===== config.mk =====
export PLATFORM = sky130hd
export DESIGN_NAME = grf_top
export DESIGN_NICKNAME = d
export VERILOG_FILES = /design/src/verilog/grf_pkg.sv /design/src/verilog/grf_top.sv
export SDC_FILE = /design/constraint.sdc
export NUM_CORES = 1
export LEC_CHECK = 0
export ABC_AREA = 1
export CAP_MARGIN = 20
export CORE_MARGIN = 4
export CORE_UTILIZATION = 58
export CTS_CLUSTER_DIAMETER = 50
export CTS_CLUSTER_SIZE = 40
export DETAILED_ROUTE_END_ITERATION = 10
export DONT_BUFFER_PORTS = 1
export PLACE_DENSITY = 0.74
export RECOVER_POWER = 100
export SETUP_SLACK_MARGIN = 0.2
export SYNTH_ARGS = -nofsm -noshare
export SYNTH_HDL_FRONTEND = slang
export SYNTH_HIERARCHICAL = 1
export SYNTH_SLANG_ARGS = --single-unit

===== constraint.sdc =====
create_clock -name ref_clk_in -period 2.92 [get_ports ref_clk_in]
set_clock_uncertainty 0.1 [all_clocks]
set_input_delay 0.146 -clock ref_clk_in [delete_from_list [all_inputs] [get_ports ref_clk_in]]
set_output_delay 0.146 -clock ref_clk_in [all_outputs]
set_load 0.05 [all_outputs]

===== src/verilog/grf_pkg.sv =====
// Package: register map, reset values, timing constants and sample carrier
package grf_pkg;
  // Register offsets
  localparam logic [7:0] Y_AXIS_OFFSET_HIGH_ADDR = 8'h15;
  localparam logic [7:0] Y_AXIS_OFFSET_LOW_ADDR  = 8'h16;
  localparam logic [7:0] Z_AXIS_OFFSET_HIGH_ADDR = 8'h17;
  localparam logic [7:0] Z_AXIS_OFFSET_LOW_ADDR  = 8'h18;
  localparam logic [7:0] RATE_DIVIDER_ADDR       = 8'h19;
  localparam logic [7:0] FILTER_SYNC_FIFO_ADDR   = 8'h1A;
  localparam logic [7:0] GYRO_CONFIG_ADDR        = 8'h1B;
  localparam logic [7:0] FIFO_ENABLE_ADDR        = 8'h23;
  // Reset value of every register in this block
  localparam logic [7:0] REG_RESET = 8'h00;
  // Field positions in the filter/sync/fifo configuration register
  localparam int FULL_POLICY_BIT = 6;
  localparam int SYNC_SEL_LSB    = 3;
  localparam int FILTER_SET_LSB  = 0;
  // Field positions in gyro configuration and fifo enable
  localparam int BYPASS_LSB   = 0;
  localparam int X_FIFO_BIT   = 6;
  localparam int Y_FIFO_BIT   = 5;
  localparam int Z_FIFO_BIT   = 4;
  // Sync bit destinations
  localparam logic [2:0] SYNC_OFF  = 3'h0;
  localparam logic [2:0] SYNC_TEMP = 3'h1;
  localparam logic [2:0] SYNC_X    = 3'h2;
  localparam logic [2:0] SYNC_Y    = 3'h3;
  localparam logic [2:0] SYNC_Z    = 3'h4;
  // Filter mode codes reported outward (0..7 follow the filter setting)
  localparam logic [3:0] MODE_WIDE_8173 = 4'h8;
  localparam logic [3:0] MODE_WIDE_3281 = 4'h9;
  localparam logic [2:0] SET_LOWEST     = 3'h0;
  localparam logic [2:0] SET_HIGHEST    = 3'h7;
  // Clock and internal rates
  localparam longint CLK_HZ      = 200_000_000;
  localparam longint RATE_1K_HZ  = 1_000;
  localparam longint RATE_8K_HZ  = 8_000;
  localparam longint RATE_32K_HZ = 32_000;
  localparam int TICK_1K_CYCLES  = int'(CLK_HZ / RATE_1K_HZ);
  localparam int TICK_8K_CYCLES  = int'(CLK_HZ / RATE_8K_HZ);
  localparam int TICK_32K_CYCLES = int'(CLK_HZ / RATE_32K_HZ);
  localparam int TICK_WIDTH      = 18;
  // FIFO shape
  localparam int FIFO_WIDTH = 8;
  localparam int FIFO_DEPTH = 8;
  // One sample set, all axes plus temperature
  typedef struct packed {
    logic [15:0] x;
    logic [15:0] y;
    logic [15:0] z;
    logic [15:0] temp;
  } grf_sample_t;
endpackage


===== src/verilog/grf_top.sv =====
// Gyro rate conditioning: offsets, filter mode, rate divider, sync capture, FIFO feed
// What this block does
// - Hold 16-bit two's complement offset for the Y and Z axes
// - Add Y/Z axis offset before storing Y/Z output; X passes unchanged
// - Output rate is internal rate over divider+1
// - Divider input is the 1 kHz internal rate
// - Divider only with bypass 00, setting 1..6
// - Divided strobe updates outputs and feeds FIFO
// - Full policy one: drop writes when full
// - Full policy zero: overwrite oldest when full
// - Sync select picks temp/X/Y/Z low bit 0
// - Latch frame sync until next sample strobe
// - Filter setting used only when bypass 00
// - Bypass bits and setting choose bandwidth, rate
// - Bypass bits sit in gyro config low bits
// - Enabled axes push high then low byte
`timescale 1ns/100ps

// Byte FIFO with optional overwrite of the oldest entry
module grf_fifo #(
  parameter int WIDTH = grf_pkg::FIFO_WIDTH,
  parameter int DEPTH = grf_pkg::FIFO_DEPTH
) (
  input  wire logic             clk_in,      // Clock
  input  wire logic             rst_n_in,    // Async reset, low
  input  wire logic             overwrite_in, // Full push drops oldest
  input  wire logic             in_valid_in, // Push request
  output logic                  in_ready_out, // Push accepted
  input  wire logic [WIDTH-1:0] in_data_in,  // Push data
  output logic                  out_valid_out, // Data available
  input  wire logic             out_ready_in, // Pop request
  output logic      [WIDTH-1:0] out_data_out  // Oldest entry
);
  localparam int AW = $clog2(DEPTH);
  initial
  begin
    if (DEPTH < 2 || (1 << AW) != DEPTH)
      $error("grf_fifo depth must be a power of two, at least 2");
  end

  logic [WIDTH-1:0] mem [DEPTH];        // Storage
  logic [AW-1:0]    wr_ptr_reg, wr_ptr_next;
  logic [AW-1:0]    rd_ptr_reg, rd_ptr_next;
  logic [AW:0]      count_reg, count_next;
  logic             push, pop, full;

  // Full pushes are taken only when overwriting is allowed
  always_comb
  begin
    full         = (count_reg == (AW+1)'(DEPTH));
    in_ready_out = !full || overwrite_in;
    push         = in_valid_in && in_ready_out;
    pop          = out_ready_in && (count_reg != '0);
    wr_ptr_next  = push ? wr_ptr_reg + 1'b1 : wr_ptr_reg;
    rd_ptr_next  = rd_ptr_reg;
    count_next   = count_reg;
    if (push && full)
    begin
      // Oldest entry is lost, count stays at full
      rd_ptr_next = rd_ptr_reg + 1'b1;
    end
    else
    begin
      if (pop)
        rd_ptr_next = rd_ptr_reg + 1'b1;
      if (push && !pop)
        count_next = count_reg + 1'b1;
      else if (pop && !push)
        count_next = count_reg - 1'b1;
    end
  end

  // Pointer and count registers
  always_ff @(posedge clk_in or negedge rst_n_in)
  begin
    if (!rst_n_in)
    begin
      wr_ptr_reg <= '0;
      rd_ptr_reg <= '0;
      count_reg  <= '0;
    end
    else
    begin
      wr_ptr_reg <= wr_ptr_next;
      rd_ptr_reg <= rd_ptr_next;
      count_reg  <= count_next;
    end
  end

  // Storage has no reset; only written entries are ever read
  always_ff @(posedge clk_in)
  begin
    if (push)
      mem[wr_ptr_reg] <= in_data_in;
  end

  assign out_valid_out = (count_reg != '0);
  assign out_data_out  = mem[rd_ptr_reg];
endmodule

// Top: register file, rate generation, sample update and FIFO feed
module grf_top #(
  parameter int TICK_1K  = grf_pkg::TICK_1K_CYCLES,  // Cycles per 1 kHz tick
  parameter int TICK_8K  = grf_pkg::TICK_8K_CYCLES,  // Cycles per 8 kHz tick
  parameter int TICK_32K = grf_pkg::TICK_32K_CYCLES  // Cycles per 32 kHz tick
) (
  input  wire logic               ref_clk_in,      // 200 MHz clock
  input  wire logic               rst_n_in,        // Async reset, low
  input  wire logic [7:0]         reg_addr_in,     // Register address
  input  wire logic               reg_wr_in,       // Write strobe
  input  wire logic [7:0]         reg_wdata_in,    // Write data
  input  wire logic               reg_rd_in,       // Read strobe
  output logic      [7:0]         reg_rdata_out,   // Read data, next cycle
  input  wire grf_pkg::grf_sample_t raw_sample_in, // Filtered readings
  input  wire logic               frame_sync_pin_in, // External frame sync
  output grf_pkg::grf_sample_t    sample_out,      // Output registers
  output logic                    sample_strobe_out, // Output update pulse
  output logic      [3:0]         filter_mode_out, // Chosen filter mode
  output logic      [7:0]         fifo_data_out,   // FIFO byte
  output logic                    fifo_valid_out,  // FIFO not empty
  input  wire logic               fifo_ready_in    // FIFO pop
);
  localparam int TW = grf_pkg::TICK_WIDTH;
  initial
  begin
    if (TICK_1K < 1 || TICK_8K < 1 || TICK_32K < 1 || TICK_1K >= (1 << TW))
      $error("grf_top tick counts out of range");
  end

  // Registers
  logic [15:0] y_axis_user_offset_reg, y_axis_user_offset_next;
  logic [15:0] z_axis_user_offset_reg, z_axis_user_offset_next;
  logic [7:0]  rate_divider_value_reg, rate_divider_value_next;
  logic [7:0]  cfg_reg, cfg_next;        // Filter/sync/fifo configuration
  logic [7:0]  gyro_cfg_reg, gyro_cfg_next; // Gyro configuration
  logic [7:0]  fifo_en_reg, fifo_en_next; // FIFO source enables
  logic [7:0]  rdata_next;

  // Register writes and reads
  always_comb
  begin
    y_axis_user_offset_next = y_axis_user_offset_reg;
    z_axis_user_offset_next = z_axis_user_offset_reg;
    rate_divider_value_next = rate_divider_value_reg;
    cfg_next                = cfg_reg;
    gyro_cfg_next           = gyro_cfg_reg;
    fifo_en_next            = fifo_en_reg;
    if (reg_wr_in)
    begin
      case (reg_addr_in)
        grf_pkg::Y_AXIS_OFFSET_HIGH_ADDR: y_axis_user_offset_next[15:8] = reg_wdata_in;
        grf_pkg::Y_AXIS_OFFSET_LOW_ADDR:  y_axis_user_offset_next[7:0]  = reg_wdata_in;
        grf_pkg::Z_AXIS_OFFSET_HIGH_ADDR: z_axis_user_offset_next[15:8] = reg_wdata_in;
        grf_pkg::Z_AXIS_OFFSET_LOW_ADDR:  z_axis_user_offset_next[7:0]  = reg_wdata_in;
        grf_pkg::RATE_DIVIDER_ADDR:       rate_divider_value_next = reg_wdata_in;
        // Top bit must stay zero
        grf_pkg::FILTER_SYNC_FIFO_ADDR:   cfg_next = {1'b0, reg_wdata_in[6:0]};
        // Only the bypass bits live here
        grf_pkg::GYRO_CONFIG_ADDR:        gyro_cfg_next = {6'h00, reg_wdata_in[1:0]};
        grf_pkg::FIFO_ENABLE_ADDR:        fifo_en_next = {1'b0, reg_wdata_in[6:4], 4'h0};
        default: ; // Unmapped writes are ignored
      endcase
    end
    rdata_next = reg_rdata_out;
    if (reg_rd_in)
    begin
      case (reg_addr_in)
        grf_pkg::Y_AXIS_OFFSET_HIGH_ADDR: rdata_next = y_axis_user_offset_reg[15:8];
        grf_pkg::Y_AXIS_OFFSET_LOW_ADDR:  rdata_next = y_axis_user_offset_reg[7:0];
        grf_pkg::Z_AXIS_OFFSET_HIGH_ADDR: rdata_next = z_axis_user_offset_reg[15:8];
        grf_pkg::Z_AXIS_OFFSET_LOW_ADDR:  rdata_next = z_axis_user_offset_reg[7:0];
        grf_pkg::RATE_DIVIDER_ADDR:       rdata_next = rate_divider_value_reg;
        grf_pkg::FILTER_SYNC_FIFO_ADDR:   rdata_next = cfg_reg;
        grf_pkg::GYRO_CONFIG_ADDR:        rdata_next = gyro_cfg_reg;
        grf_pkg::FIFO_ENABLE_ADDR:        rdata_next = fifo_en_reg;
        default:                          rdata_next = 8'h00;
      endcase
    end
  end

  always_ff @(posedge ref_clk_in or negedge rst_n_in)
  begin
    if (!rst_n_in)
    begin
      y_axis_user_offset_reg <= {grf_pkg::REG_RESET, grf_pkg::REG_RESET};
      z_axis_user_offset_reg <= {grf_pkg::REG_RESET, grf_pkg::REG_RESET};
      rate_divider_value_reg <= grf_pkg::REG_RESET;
      cfg_reg                <= grf_pkg::REG_RESET;
      gyro_cfg_reg           <= grf_pkg::REG_RESET;
      fifo_en_reg            <= grf_pkg::REG_RESET;
      reg_rdata_out          <= grf_pkg::REG_RESET;
    end
    else
    begin
      y_axis_user_offset_reg <= y_axis_user_offset_next;
      z_axis_user_offset_reg <= z_axis_user_offset_next;
      rate_divider_value_reg <= rate_divider_value_next;
      cfg_reg                <= cfg_next;
      gyro_cfg_reg           <= gyro_cfg_next;
      fifo_en_reg            <= fifo_en_next;
      reg_rdata_out          <= rdata_next;
    end
  end

  // Field views
  logic [1:0] filter_bypass_bits;
  logic [2:0] filter_setting;
  logic [2:0] sync_bit_select;
  logic       full_policy;
  assign filter_bypass_bits = gyro_cfg_reg[grf_pkg::BYPASS_LSB +: 2];
  assign filter_setting     = cfg_reg[grf_pkg::FILTER_SET_LSB +: 3];
  assign sync_bit_select    = cfg_reg[grf_pkg::SYNC_SEL_LSB +: 3];
  assign full_policy        = cfg_reg[grf_pkg::FULL_POLICY_BIT];

  // Rate and filter mode selection, internal tick and divided strobe
  logic [TW-1:0] tick_cnt_reg, tick_cnt_next, tick_period;
  logic [7:0]    div_cnt_reg, div_cnt_next;
  logic [3:0]    mode_next;
  logic          tick, div_active, strobe_next;
  always_comb
  begin
    if (filter_bypass_bits[0])
    begin
      mode_next   = grf_pkg::MODE_WIDE_8173;
      tick_period = TW'(TICK_32K);
    end
    else if (filter_bypass_bits[1])
    begin
      mode_next   = grf_pkg::MODE_WIDE_3281;
      tick_period = TW'(TICK_32K);
    end
    else
    begin
      mode_next = {1'b0, filter_setting};
      if (filter_setting == grf_pkg::SET_LOWEST || filter_setting == grf_pkg::SET_HIGHEST)
        tick_period = TW'(TICK_8K);
      else
        tick_period = TW'(TICK_1K);
    end
    // Divider only with bypass 00 and setting strictly inside 0..7
    div_active = (filter_bypass_bits == 2'b00) && (filter_setting != grf_pkg::SET_LOWEST)
                 && (filter_setting != grf_pkg::SET_HIGHEST);
    tick          = (tick_cnt_reg >= tick_period - 1'b1);
    tick_cnt_next = tick ? '0 : tick_cnt_reg + 1'b1;
    div_cnt_next  = div_cnt_reg;
    strobe_next   = 1'b0;
    if (tick)
    begin
      if (!div_active)
        strobe_next = 1'b1;
      else if (div_cnt_reg == 8'h00)
      begin
        // Wrap: pulse and reload, giving rate/(1+divider)
        strobe_next  = 1'b1;
        div_cnt_next = rate_divider_value_reg;
      end
      else
        div_cnt_next = div_cnt_reg - 1'b1;
    end
  end

  always_ff @(posedge ref_clk_in or negedge rst_n_in)
  begin
    if (!rst_n_in)
    begin
      tick_cnt_reg      <= '0;
      div_cnt_reg       <= 8'h00;
      filter_mode_out   <= 4'h0;
      sample_strobe_out <= 1'b0;
    end
    else
    begin
      tick_cnt_reg      <= tick_cnt_next;
      div_cnt_reg       <= div_cnt_next;
      filter_mode_out   <= mode_next;
      sample_strobe_out <= strobe_next;
    end
  end

  // Frame sync latch and output register update on the strobe
  logic                 sync_latch_reg, sync_latch_next;
  grf_pkg::grf_sample_t sample_next;
  always_comb
  begin
    // A strobe in the same cycle as a sync pulse keeps it for the next one
    if (strobe_next)
      sync_latch_next = frame_sync_pin_in;
    else
      sync_latch_next = sync_latch_reg | frame_sync_pin_in;
    sample_next = sample_out;
    if (strobe_next)
    begin
      sample_next.x    = raw_sample_in.x;
      sample_next.y    = raw_sample_in.y + y_axis_user_offset_reg;
      sample_next.z    = raw_sample_in.z + z_axis_user_offset_reg;
      sample_next.temp = raw_sample_in.temp;
      case (sync_bit_select)
        grf_pkg::SYNC_TEMP: sample_next.temp[0] = sync_latch_reg;
        grf_pkg::SYNC_X:    sample_next.x[0]    = sync_latch_reg;
        grf_pkg::SYNC_Y:    sample_next.y[0]    = sync_latch_reg;
        grf_pkg::SYNC_Z:    sample_next.z[0]    = sync_latch_reg;
        default: ; // Off or reserved: no capture
      endcase
    end
  end

  always_ff @(posedge ref_clk_in or negedge rst_n_in)
  begin
    if (!rst_n_in)
    begin
      sync_latch_reg <= 1'b0;
      sample_out     <= '0;
    end
    else
    begin
      sync_latch_reg <= sync_latch_next;
      sample_out     <= sample_next;
    end
  end

  // Byte sequencer: on each strobe, queue the enabled axes of X, Y, Z, high then low bytes
  logic [5:0] pend_reg, pend_next;   // One bit per byte still to push
  logic [5:0] pick;                  // Pending bit of the byte on offer
  logic [7:0] push_byte;
  logic       push_valid, push_ready;
  always_comb
  begin
    pend_next  = pend_reg;
    push_valid = (pend_reg != 6'h00);
    push_byte  = 8'h00;
    if (pend_reg[5])      push_byte = sample_out.x[15:8];
    else if (pend_reg[4]) push_byte = sample_out.x[7:0];
    else if (pend_reg[3]) push_byte = sample_out.y[15:8];
    else if (pend_reg[2]) push_byte = sample_out.y[7:0];
    else if (pend_reg[1]) push_byte = sample_out.z[15:8];
    else if (pend_reg[0]) push_byte = sample_out.z[7:0];
    // Highest pending bit is the byte on offer; a later hit overrides
    pick = 6'h00;
    for (int i = 0; i < 6; i++)
    begin
      if (pend_reg[i])
        pick = 6'h01 << i;
    end
    // In drop policy a full FIFO refuses and the byte is discarded
    if (push_valid)
      pend_next = pend_reg & ~pick;
    // Outputs are fresh one cycle after the strobe
    if (sample_strobe_out)
      pend_next = {{2{fifo_en_reg[grf_pkg::X_FIFO_BIT]}},
                   {2{fifo_en_reg[grf_pkg::Y_FIFO_BIT]}},
                   {2{fifo_en_reg[grf_pkg::Z_FIFO_BIT]}}};
  end

  always_ff @(posedge ref_clk_in or negedge rst_n_in)
  begin
    if (!rst_n_in)
      pend_reg <= 6'h00;
    else
      pend_reg <= pend_next;
  end

  // Byte FIFO; overwrite when policy bit is zero drop when one
  grf_fifo #(
    .WIDTH (grf_pkg::FIFO_WIDTH),
    .DEPTH (grf_pkg::FIFO_DEPTH)
  ) u_fifo (
    .clk_in        (ref_clk_in),
    .rst_n_in      (rst_n_in),
    .overwrite_in  (!full_policy),
    .in_valid_in   (push_valid),
    .in_ready_out  (push_ready),
    .in_data_in    (push_byte),
    .out_valid_out (fifo_valid_out),
    .out_ready_in  (fifo_ready_in),
    .out_data_out  (fifo_data_out)
  );

  logic unused_ready;
  assign unused_ready = push_ready;
endmodule

==> results of run 1 <==
[path summary, 6_finish.rpt]
path / startpoint / end / depth (start not counted) / slack [ns]
worst max-delay path: cfg_reg[1]$_DFFE_PN0P_ / sample_out[50]$_DFFE_PN0P_ / 19 / 0.19
min in group ref_clk_in: reg_addr_in[7] / fifo_en_reg[4]$_DFFE_PN0P_ / 5 / -0.01
worst min register to register: div_cnt_reg[1]$_DFFE_PN0P_ / div_cnt_reg[1]$_DFFE_PN0P_ / 2 / 0.38
worst min-delay path: rst_n_in / sample_out[6]$_DFFE_PN0P_ / 0 / -0.81
worst max register to register: cfg_reg[1]$_DFFE_PN0P_ / sample_out[50]$_DFFE_PN0P_ / 19 / 0.19
max in group asynchronous: rst_n_in / gyro_cfg_reg[0]$_DFFE_PN0P_ / 0 / 3.20
[per-stage QoR]
stage / hold slack [ns] / worst slack, ns
6_report: -0.811 / 0.194
2_1_floorplan: -0.250 / 0.227
4_1_cts: -0.828 / 0.199
5_1_grt: -0.828 / -0.0164
3_3_place_gp: -0.246 / 0.181
3_5_place_dp: -0.247 / 0.121
[timing repair]
item                                   CTS  global route
gates resized for setup                  4            64
setup endpoints to repair               65            81
buffers inserted                         4            10
endpoints found under the hold margin  287           172
cloned                                   1            13
pin swaps                                3            24
[worst register-to-register path, delay by kind of cell, from the launching register on]
kind	cells	cell delay [ns]
adders and majority gates	2	0.41
DFF	1	0.41
AOI/OAI and AO/OA	1	0.15
and+or+nand+nor	12	1.01
buffers and inverters	4	0.55
[where the power goes]
group	total, mW	switching [mW]	internal [mW]
registers	3.52	0.0819	3.44
clock network	3.30	1.44	1.86
logic	1.12	0.740	0.382
total	7.94	2.27	5.67
[kinds of logic after synthesis]
kind of cell    after synthesis  synth area share (%)
compound gates              171                  6.55
xor+xnor                     31                  2.03
fa+ha+maj                    60                  5.78
buf+inv                     230                  7.73
flops                       236                  46.5
other cells                   1                0.0280
simple gates                981                  31.4
[cells in the final DEF, fill, tap and decap left out, types with 10 or more instances in the layout]
cell type / synthesis / routed
xnor2_1: 12 / 12
nand2_1: 610 / 597
clkbuf_1: 5 / 24
o21ai_0: 100 / 114
a21oi_1: 28 / 27
nand4_1: 33 / 34
inv_2: 9 / 10
dlygate4sd3_1: 0 / 71
clkbuf_16: 0 / 34
nand2_2: 7 / 14
ha_1: 57 / 53
edfxtp_1: 64 / 64
nor2_1: 152 / 153
nand2_4: 6 / 11
inv_1: 166 / 165
o21ai_1: 35 / 20
nand3_1: 137 / 132
buf_4: 13 / 20
xor2_1: 19 / 19
dfrtp_1: 172 / 171
[per-layer routing]
layer | track usage [%] | vias up | wire length (µm)
met4 | 9.70 | 2 | 1600
li1 | - | 5721 | -
met1 | 36.9 | 5454 | 15400
met2 | 44.2 | 515 | 17800
met3 | 5.83 | 119 | 3180
met5 | 0 | - | 13
[final cells by class]
cell class                 instances  area (µm²)
sequential                       236        6230
tap                              285         357
clock buffer                      29         662
multi-input combinational       1245        6220
fill                            1756        6910
inverter                         179         677
clock inverter                    19         204
timing repair buffer             136        1380
==> results.cfg, run 1 <==
[timing]
fmax_mhz = 367
worst_pin_slew_ns = 0.963
period_share_pct = 93.4
fin_tns_setup_ns = 0
rsz0062_at_grt = true
fin_crit_ns = 2.73
hold_slack_ns = -0.811
setup_violations = 0
hold_violations = 175
finalMaxSlewViolations = 0
slew_headroom_pct = 35.3

[die]
die_w_um = 160
die_h_um = 160
core_area_um2 = 22600
num_rows = 55
die_area_um2 = 25600
io_pins = 172
start_util_pct = 59.1

[critical_path]
cp_num_buf_inv = 4
worst-path-max-fanout = 12
critPathSlowestCell = dfrtp_1
critPathKind = register to register
path_common_cell = nand2_1
crit_family = simple AND/OR/NAND/NOR gates
path_cells = o21ai_2 > nand2_1 > nor2_4 > nor2_4 > ha_1 > inv_1 > ha_4 > nand2_1 > inv_1 > nand2_1 > nand2_1 > nand2_1 > nand2_1 > nand2_1 > nand3_4 > buf_12 > clkbuf_16 > nand3_1 > nand2_1
endpoint_kind = register
cp-start-kind = register
critPathArrivalTime_ns = 3.06
critical_path.max_stage_delay_ns = 0.41
cp.required_ns = 3.26

[layout]
fin_nets = 1970
area_growth_pct = 17.5
fin_util_pct = 69.5
drive_above_1_share_pct = 8.24
final_area_um2 = 15700
stdcell_count = 2129
diodes = 0

[run_status]
violations = negative hold slack
status = finished with violations

[global_routing]
overflow = 0
grt_usage_pct = 27.3
grt_pass1_vias = 10700
antenna_found_initial = 1
grt_pass1_wl_um = 57000
grt_max_degree = 173

[route]
detail_route.first_pass.iterations = 5
routed_wl_um = 38000
via_per_inst = 5.55
dr.first_iter.drc_count = 1230
via_count = 11800
wl_per_cell_um = 17.9
drc = 0
ant_nets = 0

[logic_synthesis]
synth_edf_count = 64
yosys_warnings = 6
yosys_most_used_dff = dfrtp_1
synth_common_cells = 610 x nand2_1, 172 x dfrtp_1, 166 x inv_1
yosysTopAreaCell = dfrtp_1
synth_cell_types = 45
async_flop_share_pct = 72.9
ys_seq_elements = 236
yosysMostFrequentCell = nand2_1
seq_area_frac_synth_pct = 46.5
netlist_instances = 1710
synth_area_um2 = 13400
avgSynthCellArea_um2 = 7.82
synthTopCellsByArea = dfrtp_1 32%, nand2_1 17%, edfxtp_1 14%, ha_1 5.3%, nand3_1 5.1%
yosysTopAreaCellShare_pct = 32.2

[run]
maxCapViolations = 0

[placed_design]
routabilityCongestion = 0.959
dp_hpwl_um = 25200
io_buffers = 0
dp.cells = 1982
detailed_place.area_um2 = 13700

[clock_network]
cts.htree.levels = 1
cts_root_buf = clkbuf_16
cts_buffers = 26
clkLatencyLatePin_ns = 0.55
clkTransAtPathRegs_ns = 0.07
hold_buffers = 71
clockBufferDepth = 3
cts_tree = built
cts_sinks = 236

[power]
p_per_area_nw_per_um2 = 505
peakVddDrop_uv = 382
p_total_mw = 7.94
leakagePower_nw = 8.15

[min_path]
hold_class = input pin to asynchronous set/reset pin
Note: power is estimated with default switching activity, not from simulation.
==> run 2, diff against run 1 <==
--- a/config.mk
+++ b/config.mk
@@ -18,5 +18,4 @@
 export SETUP_SLACK_MARGIN = 0.2
 export SYNTH_ARGS = -nofsm -noshare
 export SYNTH_HDL_FRONTEND = slang
-export SYNTH_HIERARCHICAL = 1
 export SYNTH_SLANG_ARGS = --single-unit
==> run 2 against run 1 <==
Compared with the run above: area after synthesis is 2.3% lower; via count is 1.6% lower; wire length is 1.1% lower; critical path depth stayed put; global-route usage is 0.56 points higher; first-iteration DRC count is 24% lower; flip-flop and latch count stayed put; largest cell class is now multi-input combinational cells; critical path type unchanged; sequential power is 46% higher; total power is 36% higher; the run still ends with negative hold slack left; utilization is 0.98 points higher.
==> results.cfg, run 2 <==
[run_status]
status = finished with violations
violations = negative hold slack

[layout]
multi_input_area_um2 = 6320
layout_common_cells = 481 x nand2_1, 169 x dfrtp_1, 161 x nor2_1, 144 x inv_1, 139 x nand3_1
layout_commonest_cell = nand2_1
drive_above_1_share_pct = 10.7
fin_nets = 1892
regArea_um2 = 6230
area_growth_pct = 18.4
final_area_um2 = 15500
fillers = 1704

[clock_network]
clkTransAtPathRegs_ns = 0.08
hold_buffers = 68
clockBufferDepth = 3
cts_sinks = 236
cts_tree = built
clkLatencyLatePin_ns = 0.54
cts_buffers = 22
cts_root_buf = clkbuf_16
cts.htree.levels = 1

[route]
via_per_inst = 5.69
ant_nets = 0
dr.first_iter.drc_count = 934
detail_route.first_pass.iterations = 6
via_count = 11600
drc = 0
routed_wl_um = 37600
wl_per_cell_um = 18.4

[logic_synthesis]
yosysMostFrequentCell = nand2_1
yosysTopAreaCellShare_pct = 32.9
netlist_instances = 1648
synth_cell_types = 45
yosys_warnings = 0
synthTopCellsByArea = dfrtp_1 33%, nand2_1 16%, edfxtp_1 15%, ha_1 5.5%, nand3_1 5.2%
yosys_most_used_dff = dfrtp_1
synth_area_um2 = 13100
synth_common_cells = 549 x nand2_1, 172 x dfrtp_1, 163 x nor2_1
avgSynthCellArea_um2 = 7.93
seq_area_frac_synth_pct = 47.6
ys_seq_elements = 236
async_flop_share_pct = 72.9
yosysTopAreaCell = dfrtp_1
synth_edf_count = 64

[global_routing]
met3_usage_pct = 7.65
overflow = 0
antenna_found_initial = 1
grt_usage_pct = 27.9
grt_max_degree = 173
use_met1_pct = 38.6
grt_pass1_vias = 10600
grt_pass1_wl_um = 55600
met2_usage_pct = 43.1
grt_busiest_layer = met2

[critical_path]
critPathArrivalTime_ns = 3.17
rr_worst_depth = 19
crit_end = sample_out[14]$_DFFE_PN0P_
rr_startpoint = cfg_reg[0]$_DFFE_PN0P_
cp-start-kind = register
worst-path-max-fanout = 8
critPathSlowestCell = dfrtp_1
crit_start = cfg_reg[0]$_DFFE_PN0P_
critical_path.max_stage_delay_ns = 0.42
cp.required_ns = 3.30
critPathKind = register to register
path_cells = o21ai_2 > nand2_2 > nand2_2 > inv_4 > ha_4 > inv_2 > ha_4 > nand2_2 > nand2_1 > nand2_1 > nand2_1 > nand2_1 > nand2_1 > nand2_2 > nand3b_4 > nand2_8 > clkbuf_16 > nand2_1 > nand2_1
endpoint_kind = register
r2r_setup_slack_ns = 0.13
r2r-end = sample_out[14]$_DFFE_PN0P_
path_common_cell = nand2_1

[timing]
fin_tns_setup_ns = 0
rsz0062_at_grt = true
fmax_mhz = 358
period_share_pct = 95.5
setup_violations = 0
hold_slack_ns = -0.781
worst_pin_slew_ns = 1.00
hold_violations = 173
fin_crit_ns = 2.79
finalMaxSlewViolations = 0
slew_headroom_pct = 32.7

[die]
core_area_um2 = 22000
die_w_um = 158
die_h_um = 158
io_pins = 172
die_area_um2 = 25000
num_rows = 54
start_util_pct = 59.5

[power]
pwr-share-clk_pct = 28.9
power_frac_comb_pct = 23.5
p_sw_share_pct = 41.8
intPower_mw = 6.26
seqPwrFrac_pct = 47.6
leakagePower_nw = 7.53
netSwitchingPower_mw = 4.50
p_per_area_nw_per_um2 = 696
peakVddDrop_uv = 473
p_total_mw = 10.8

[placed_design]
routabilityCongestion = 0.920
detailed_place.area_um2 = 13500
dp_hpwl_um = 25500
io_buffers = 0

[min_path]
hold_class = input pin to asynchronous set/reset pin

[run]
maxCapViolations = 0
==> run 2: changes by cell type after synthesis, sizes merged, moves of 8 or more <==
cell    previous run  this run
nand4             34        11
buf               46        30
o21ai            135       126
a21oi             28        44
a31oi              0        10
nor2             160       168
inv              178       156
nand2            623       553
o22ai              1        17
clkbuf             5        21
==> run 2: how the worst min path moves through the flow <==
stage                        start                          end  slack (ns)  cells after the start
after floorplan           rst_n_in       cfg_reg[0]$_DFFE_PN0P_       -0.25                      0
after global placement    rst_n_in   tick_cnt_reg[11]$_DFF_PN0_       -0.24                      0
after detailed placement  rst_n_in    tick_cnt_reg[9]$_DFF_PN0_       -0.24                      0
after CTS                 rst_n_in    tick_cnt_reg[1]$_DFF_PN0_       -0.81                      0
after global routing      rst_n_in    tick_cnt_reg[3]$_DFF_PN0_       -0.81                      0
final                     rst_n_in  gyro_cfg_reg[1]$_DFFE_PN0P_       -0.78                      0
==> run 2: kinds of logic after synthesis <==
| family | count (synthesis) | synth area share [%] |
|---|---|---|
| fa+ha+maj | 60 | 5.92 |
| simple gates | 900 | 28.8 |
| compound gates | 212 | 9.07 |
| other cells | 1 | 0.0287 |
| flops | 236 | 47.6 |
| buf+inv | 210 | 6.56 |
| xor+xnor | 29 | 1.94 |
==> run 2: layer usage <==
metal | up-vias | wire (µm)
met5 | - | 0
met4 | 0 | 1340
met3 | 109 | 3740
met2 | 554 | 17000
met1 | 5414 | 15600
li1 | 5549 | -
==> run 2: cell type report <==
| type | instances | area share [%] |
|---|---|---|
| Multi-Input combinational cell | 1205 | 40.9 |
| Sequential cell | 236 | 40.3 |
| Timing Repair Buffer | 122 | 7.53 |
| Inverter | 159 | 3.90 |
| Clock buffer | 22 | 3.56 |
| Tap cell | 280 | 2.26 |
| Clock inverter | 18 | 1.61 |
| Antenna cell | 1 | 0.0162 |
==> run 2: worst max-delay path: cells and delay by family (launching register included) <==
kind                       cells  cell delay (ns)
AOI/OAI and AO/OA              1             0.16
adders and majority gates      2             0.47
buffers and inverters          3             0.28
DFF                            1             0.42
and+or+nand+nor               13             1.28
==> run 2: power by group through the flow <==
stage          clock network, mW  registers [mW]  logic (mW)
2_1_floorplan                  0            4.92        1.75
3_3_place_gp                   0            5.09        2.23
3_5_place_dp                   0            5.09        2.32
4_1_cts                     3.14            5.03        2.40
5_1_grt                     3.27            5.18        2.82
6_report                    3.11            5.13        2.52
==> run 2: timing repair <==
item	CTS	global route
setup endpoints to repair	33	98
resized for setup	4	125
hold endpoints to repair	282	172
buffers inserted	2	9
cloned	0	10
pin swaps	1	54
==> run 2: per-stage QoR <==
step	cells	worst slack, ns	utilization [%]
floorplan	1649	0.276	-
global placement	1914	0.258	61.4
detailed placement	1914	0.167	61.4
CTS	2024	0.213	68.2
global route	2043	-0.00420	70.5
finish	2043	0.130	70.5
==> run 3, diff against run 2 <==
--- a/config.mk
+++ b/config.mk
@@ -8,12 +8,12 @@
 export ABC_AREA = 1
 export CAP_MARGIN = 20
 export CORE_MARGIN = 4
-export CORE_UTILIZATION = 58
+export CORE_UTILIZATION = 64
 export CTS_CLUSTER_DIAMETER = 50
 export CTS_CLUSTER_SIZE = 40
 export DETAILED_ROUTE_END_ITERATION = 10
 export DONT_BUFFER_PORTS = 1
-export PLACE_DENSITY = 0.74
+export PLACE_DENSITY = 0.78
 export RECOVER_POWER = 100
 export SETUP_SLACK_MARGIN = 0.2
 export SYNTH_ARGS = -nofsm -noshare
==> constraint.sdc (replaced) <==
create_clock -name ref_clk_in -period 2.65 [get_ports ref_clk_in]
set_clock_uncertainty 0.1 [all_clocks]
set_input_delay 0.1325 -clock ref_clk_in [delete_from_list [all_inputs] [get_ports ref_clk_in]]
set_output_delay 0.1325 -clock ref_clk_in [all_outputs]
set_load 0.05 [all_outputs]
==> run 3 against run 2 <==
Compared with the run above: the run ends with negative hold slack, negative setup slack left; combinational power is 25% higher; critical path depth unchanged; total power rose by 18%; sequential power grew 7.4%; utilization rose by 9.7 points; worst setup slack got worse by 0.17 ns; flip-flop and latch count is the same; non-clock buffer count up 35; fmax increased by 3.6%; first-iteration DRC count rose by 1.4%; design area is 4.6% higher; clock power grew 31%; highest routed layer unchanged.
==> results.cfg, run 3 (synthesis gave the netlist of run 2 again) <==
[global_routing]
grt_pass1_wl_um = 57700
grt_usage_pct = 32.2
grt_pass1_vias = 11100
antenna_found_initial = 1
overflow = 0
grt_max_degree = 173

[critical_path]
worst-path-max-fanout = 8
cp-start-kind = register
cp.required_ns = 2.97
critPathKind = register to register
endpoint_kind = register
critPathArrivalTime_ns = 3.01

[timing]
fmax_mhz = 371
worst_pin_slew_ns = 0.718
setup_ws_ns = -0.0429
hold_violations = 172
finalMaxSlewViolations = 0
fin_tns_setup_ns = -0.0762
slew_headroom_pct = 52.1
rsz0062_at_grt = true
period_share_pct = 102
setup_violations = 4
hold_slack_ns = -0.820
fin_crit_ns = 2.69

[route]
via_per_inst = 5.81
wl_per_cell_um = 18.7
dr.first_iter.drc_count = 947
via_count = 12100
drc = 0
ant_nets = 0
detail_route.first_pass.iterations = 7
routed_wl_um = 38800

[layout]
stdcell_count = 2078
fillers = 1311
drive_above_1_share_pct = 14.8
multi_input_area_um2 = 6420
fin_util_pct = 80.2
layout_common_cells = 491 x nand2_1, 171 x dfrtp_1, 151 x nor2_1, 138 x inv_1, 127 x nand3_1
fin_nets = 1931
area_growth_pct = 23.8
regArea_um2 = 6230
layout_commonest_cell = nand2_1

[clock_network]
cts_root_buf = clkbuf_16
cts_buffers = 28
clockBufferDepth = 3
cts_tree = built
cts.htree.levels = 1
hold_buffers = 79
cts_sinks = 236
clkLatencyLatePin_ns = 0.55
clkTransAtPathRegs_ns = 0.07

[placed_design]
io_buffers = 0
dp_hpwl_um = 25100
routabilityCongestion = 0.948
dp.cells = 1922

[die]
core_area_um2 = 20200
die_h_um = 151
start_util_pct = 64.8
die_w_um = 151
num_rows = 52
die_area_um2 = 22800
io_pins = 172

[min_path]
hold_class = input pin to asynchronous set/reset pin

[run_status]
status = finished with violations
violations = negative hold slack, negative setup slack

[run]
maxCapViolations = 0

[power]
p_total_mw = 12.7
leakagePower_nw = 7.92
p_per_area_nw_per_um2 = 787
peakVddDrop_uv = 497
run 3: changes by cell type in the layout (fill, tap and decap cells not counted), sizes merged:
cell,previous run,this run
buf,25,75
nand3b,7,6
clkbuf,52,35
nand2,554,553
dlygate4sd3,67,78
clkinvlp,1,2
inv,166,164
clkinv,9,13
run 3: stage by stage:
stage,setup slack (ns),hold WS (ns),cell area (µm²)
after floorplan,0.151,-0.263,13200
after global placement,-0.000138,-0.255,13600
after detailed placement,-0.0402,-0.256,13600
after CTS,0.0697,-0.840,15700
after global routing,-0.224,-0.847,16200
final,-0.0429,-0.820,16200
run 3: power breakdown:
| part | switching [mW] | internal, mW |
|---|---|---|
| clock | 1.78 | 2.28 |
| combinational | 2.03 | 1.13 |
| sequential | 1.36 | 4.15 |
| total | 5.17 | 7.55 |
run 3: final timing paths:
| check | start | slack, ns | endpoint | cells after the start |
|---|---|---|---|---|
| max | cfg_reg[0]$_DFFE_PN0P_ | -0.04 | sample_out[10]$_DFFE_PN0P_ | 19 |
| max in group asynchronous | rst_n_in | 3.01 | sample_out[42]$_DFFE_PN0P_ | 0 |
| min in group ref_clk_in | reg_addr_in[0] | 0.01 | y_axis_user_offset_reg[14]$_DFFE_PN0P_ | 5 |
| min | rst_n_in | -0.82 | u_fifo.wr_ptr_reg[0]$_DFFE_PN0P_ | 0 |
| max reg2reg | cfg_reg[0]$_DFFE_PN0P_ | -0.04 | sample_out[10]$_DFFE_PN0P_ | 19 |
| min reg2reg | div_cnt_reg[0]$_DFFE_PN0P_ | 0.38 | div_cnt_reg[0]$_DFFE_PN0P_ | 2 |
run 3: timing repair:
item                                    in CTS  in global routing
resized for setup                           31                 98
setup buffers                                8                  9
pin swaps                                   14                 38
endpoints found under the hold margin      288                172
cloned                                       3                  5
endpoints found under the setup margin      91                135
run 3: worst max-delay path: stages, from the launching register on:
cell	delay, ns
dfrtp_1	0.40
o21ai_1	0.16
nand2_2	0.12
nand2_2	0.11
inv_4	0.06
ha_4	0.26
inv_2	0.03
ha_4	0.26
nand2_2	0.05
nand2_1	0.06
nand2_1	0.05
nand2_1	0.05
nand2_1	0.04
nand2_1	0.06
nand2_2	0.07
nand3b_4	0.16
nand2_8	0.14
clkbuf_16	0.22
nand2_1	0.08
nand2_1	0.08
run 3: final cells by class:
| type | count | share of cell area (%) |
|---|---|---|
| Antenna cell | 1 | 0.0155 |
| Clock buffer | 31 | 4.66 |
| Clock inverter | 21 | 1.59 |
| Inverter | 159 | 3.73 |
| Multi-Input combinational cell | 1203 | 39.7 |
| Sequential cell | 236 | 38.5 |
| Tap cell | 270 | 2.09 |
| Timing Repair Buffer | 157 | 9.74 |
run 3: per-layer routing:
metal  vias up  track usage, %  routed length, µm
met5         -               0                  0
met4         0            11.6               1540
met3       123            5.77               3890
met2       622            50.8              17800
met1      5676            45.0              15600
li1       5655               -                  -
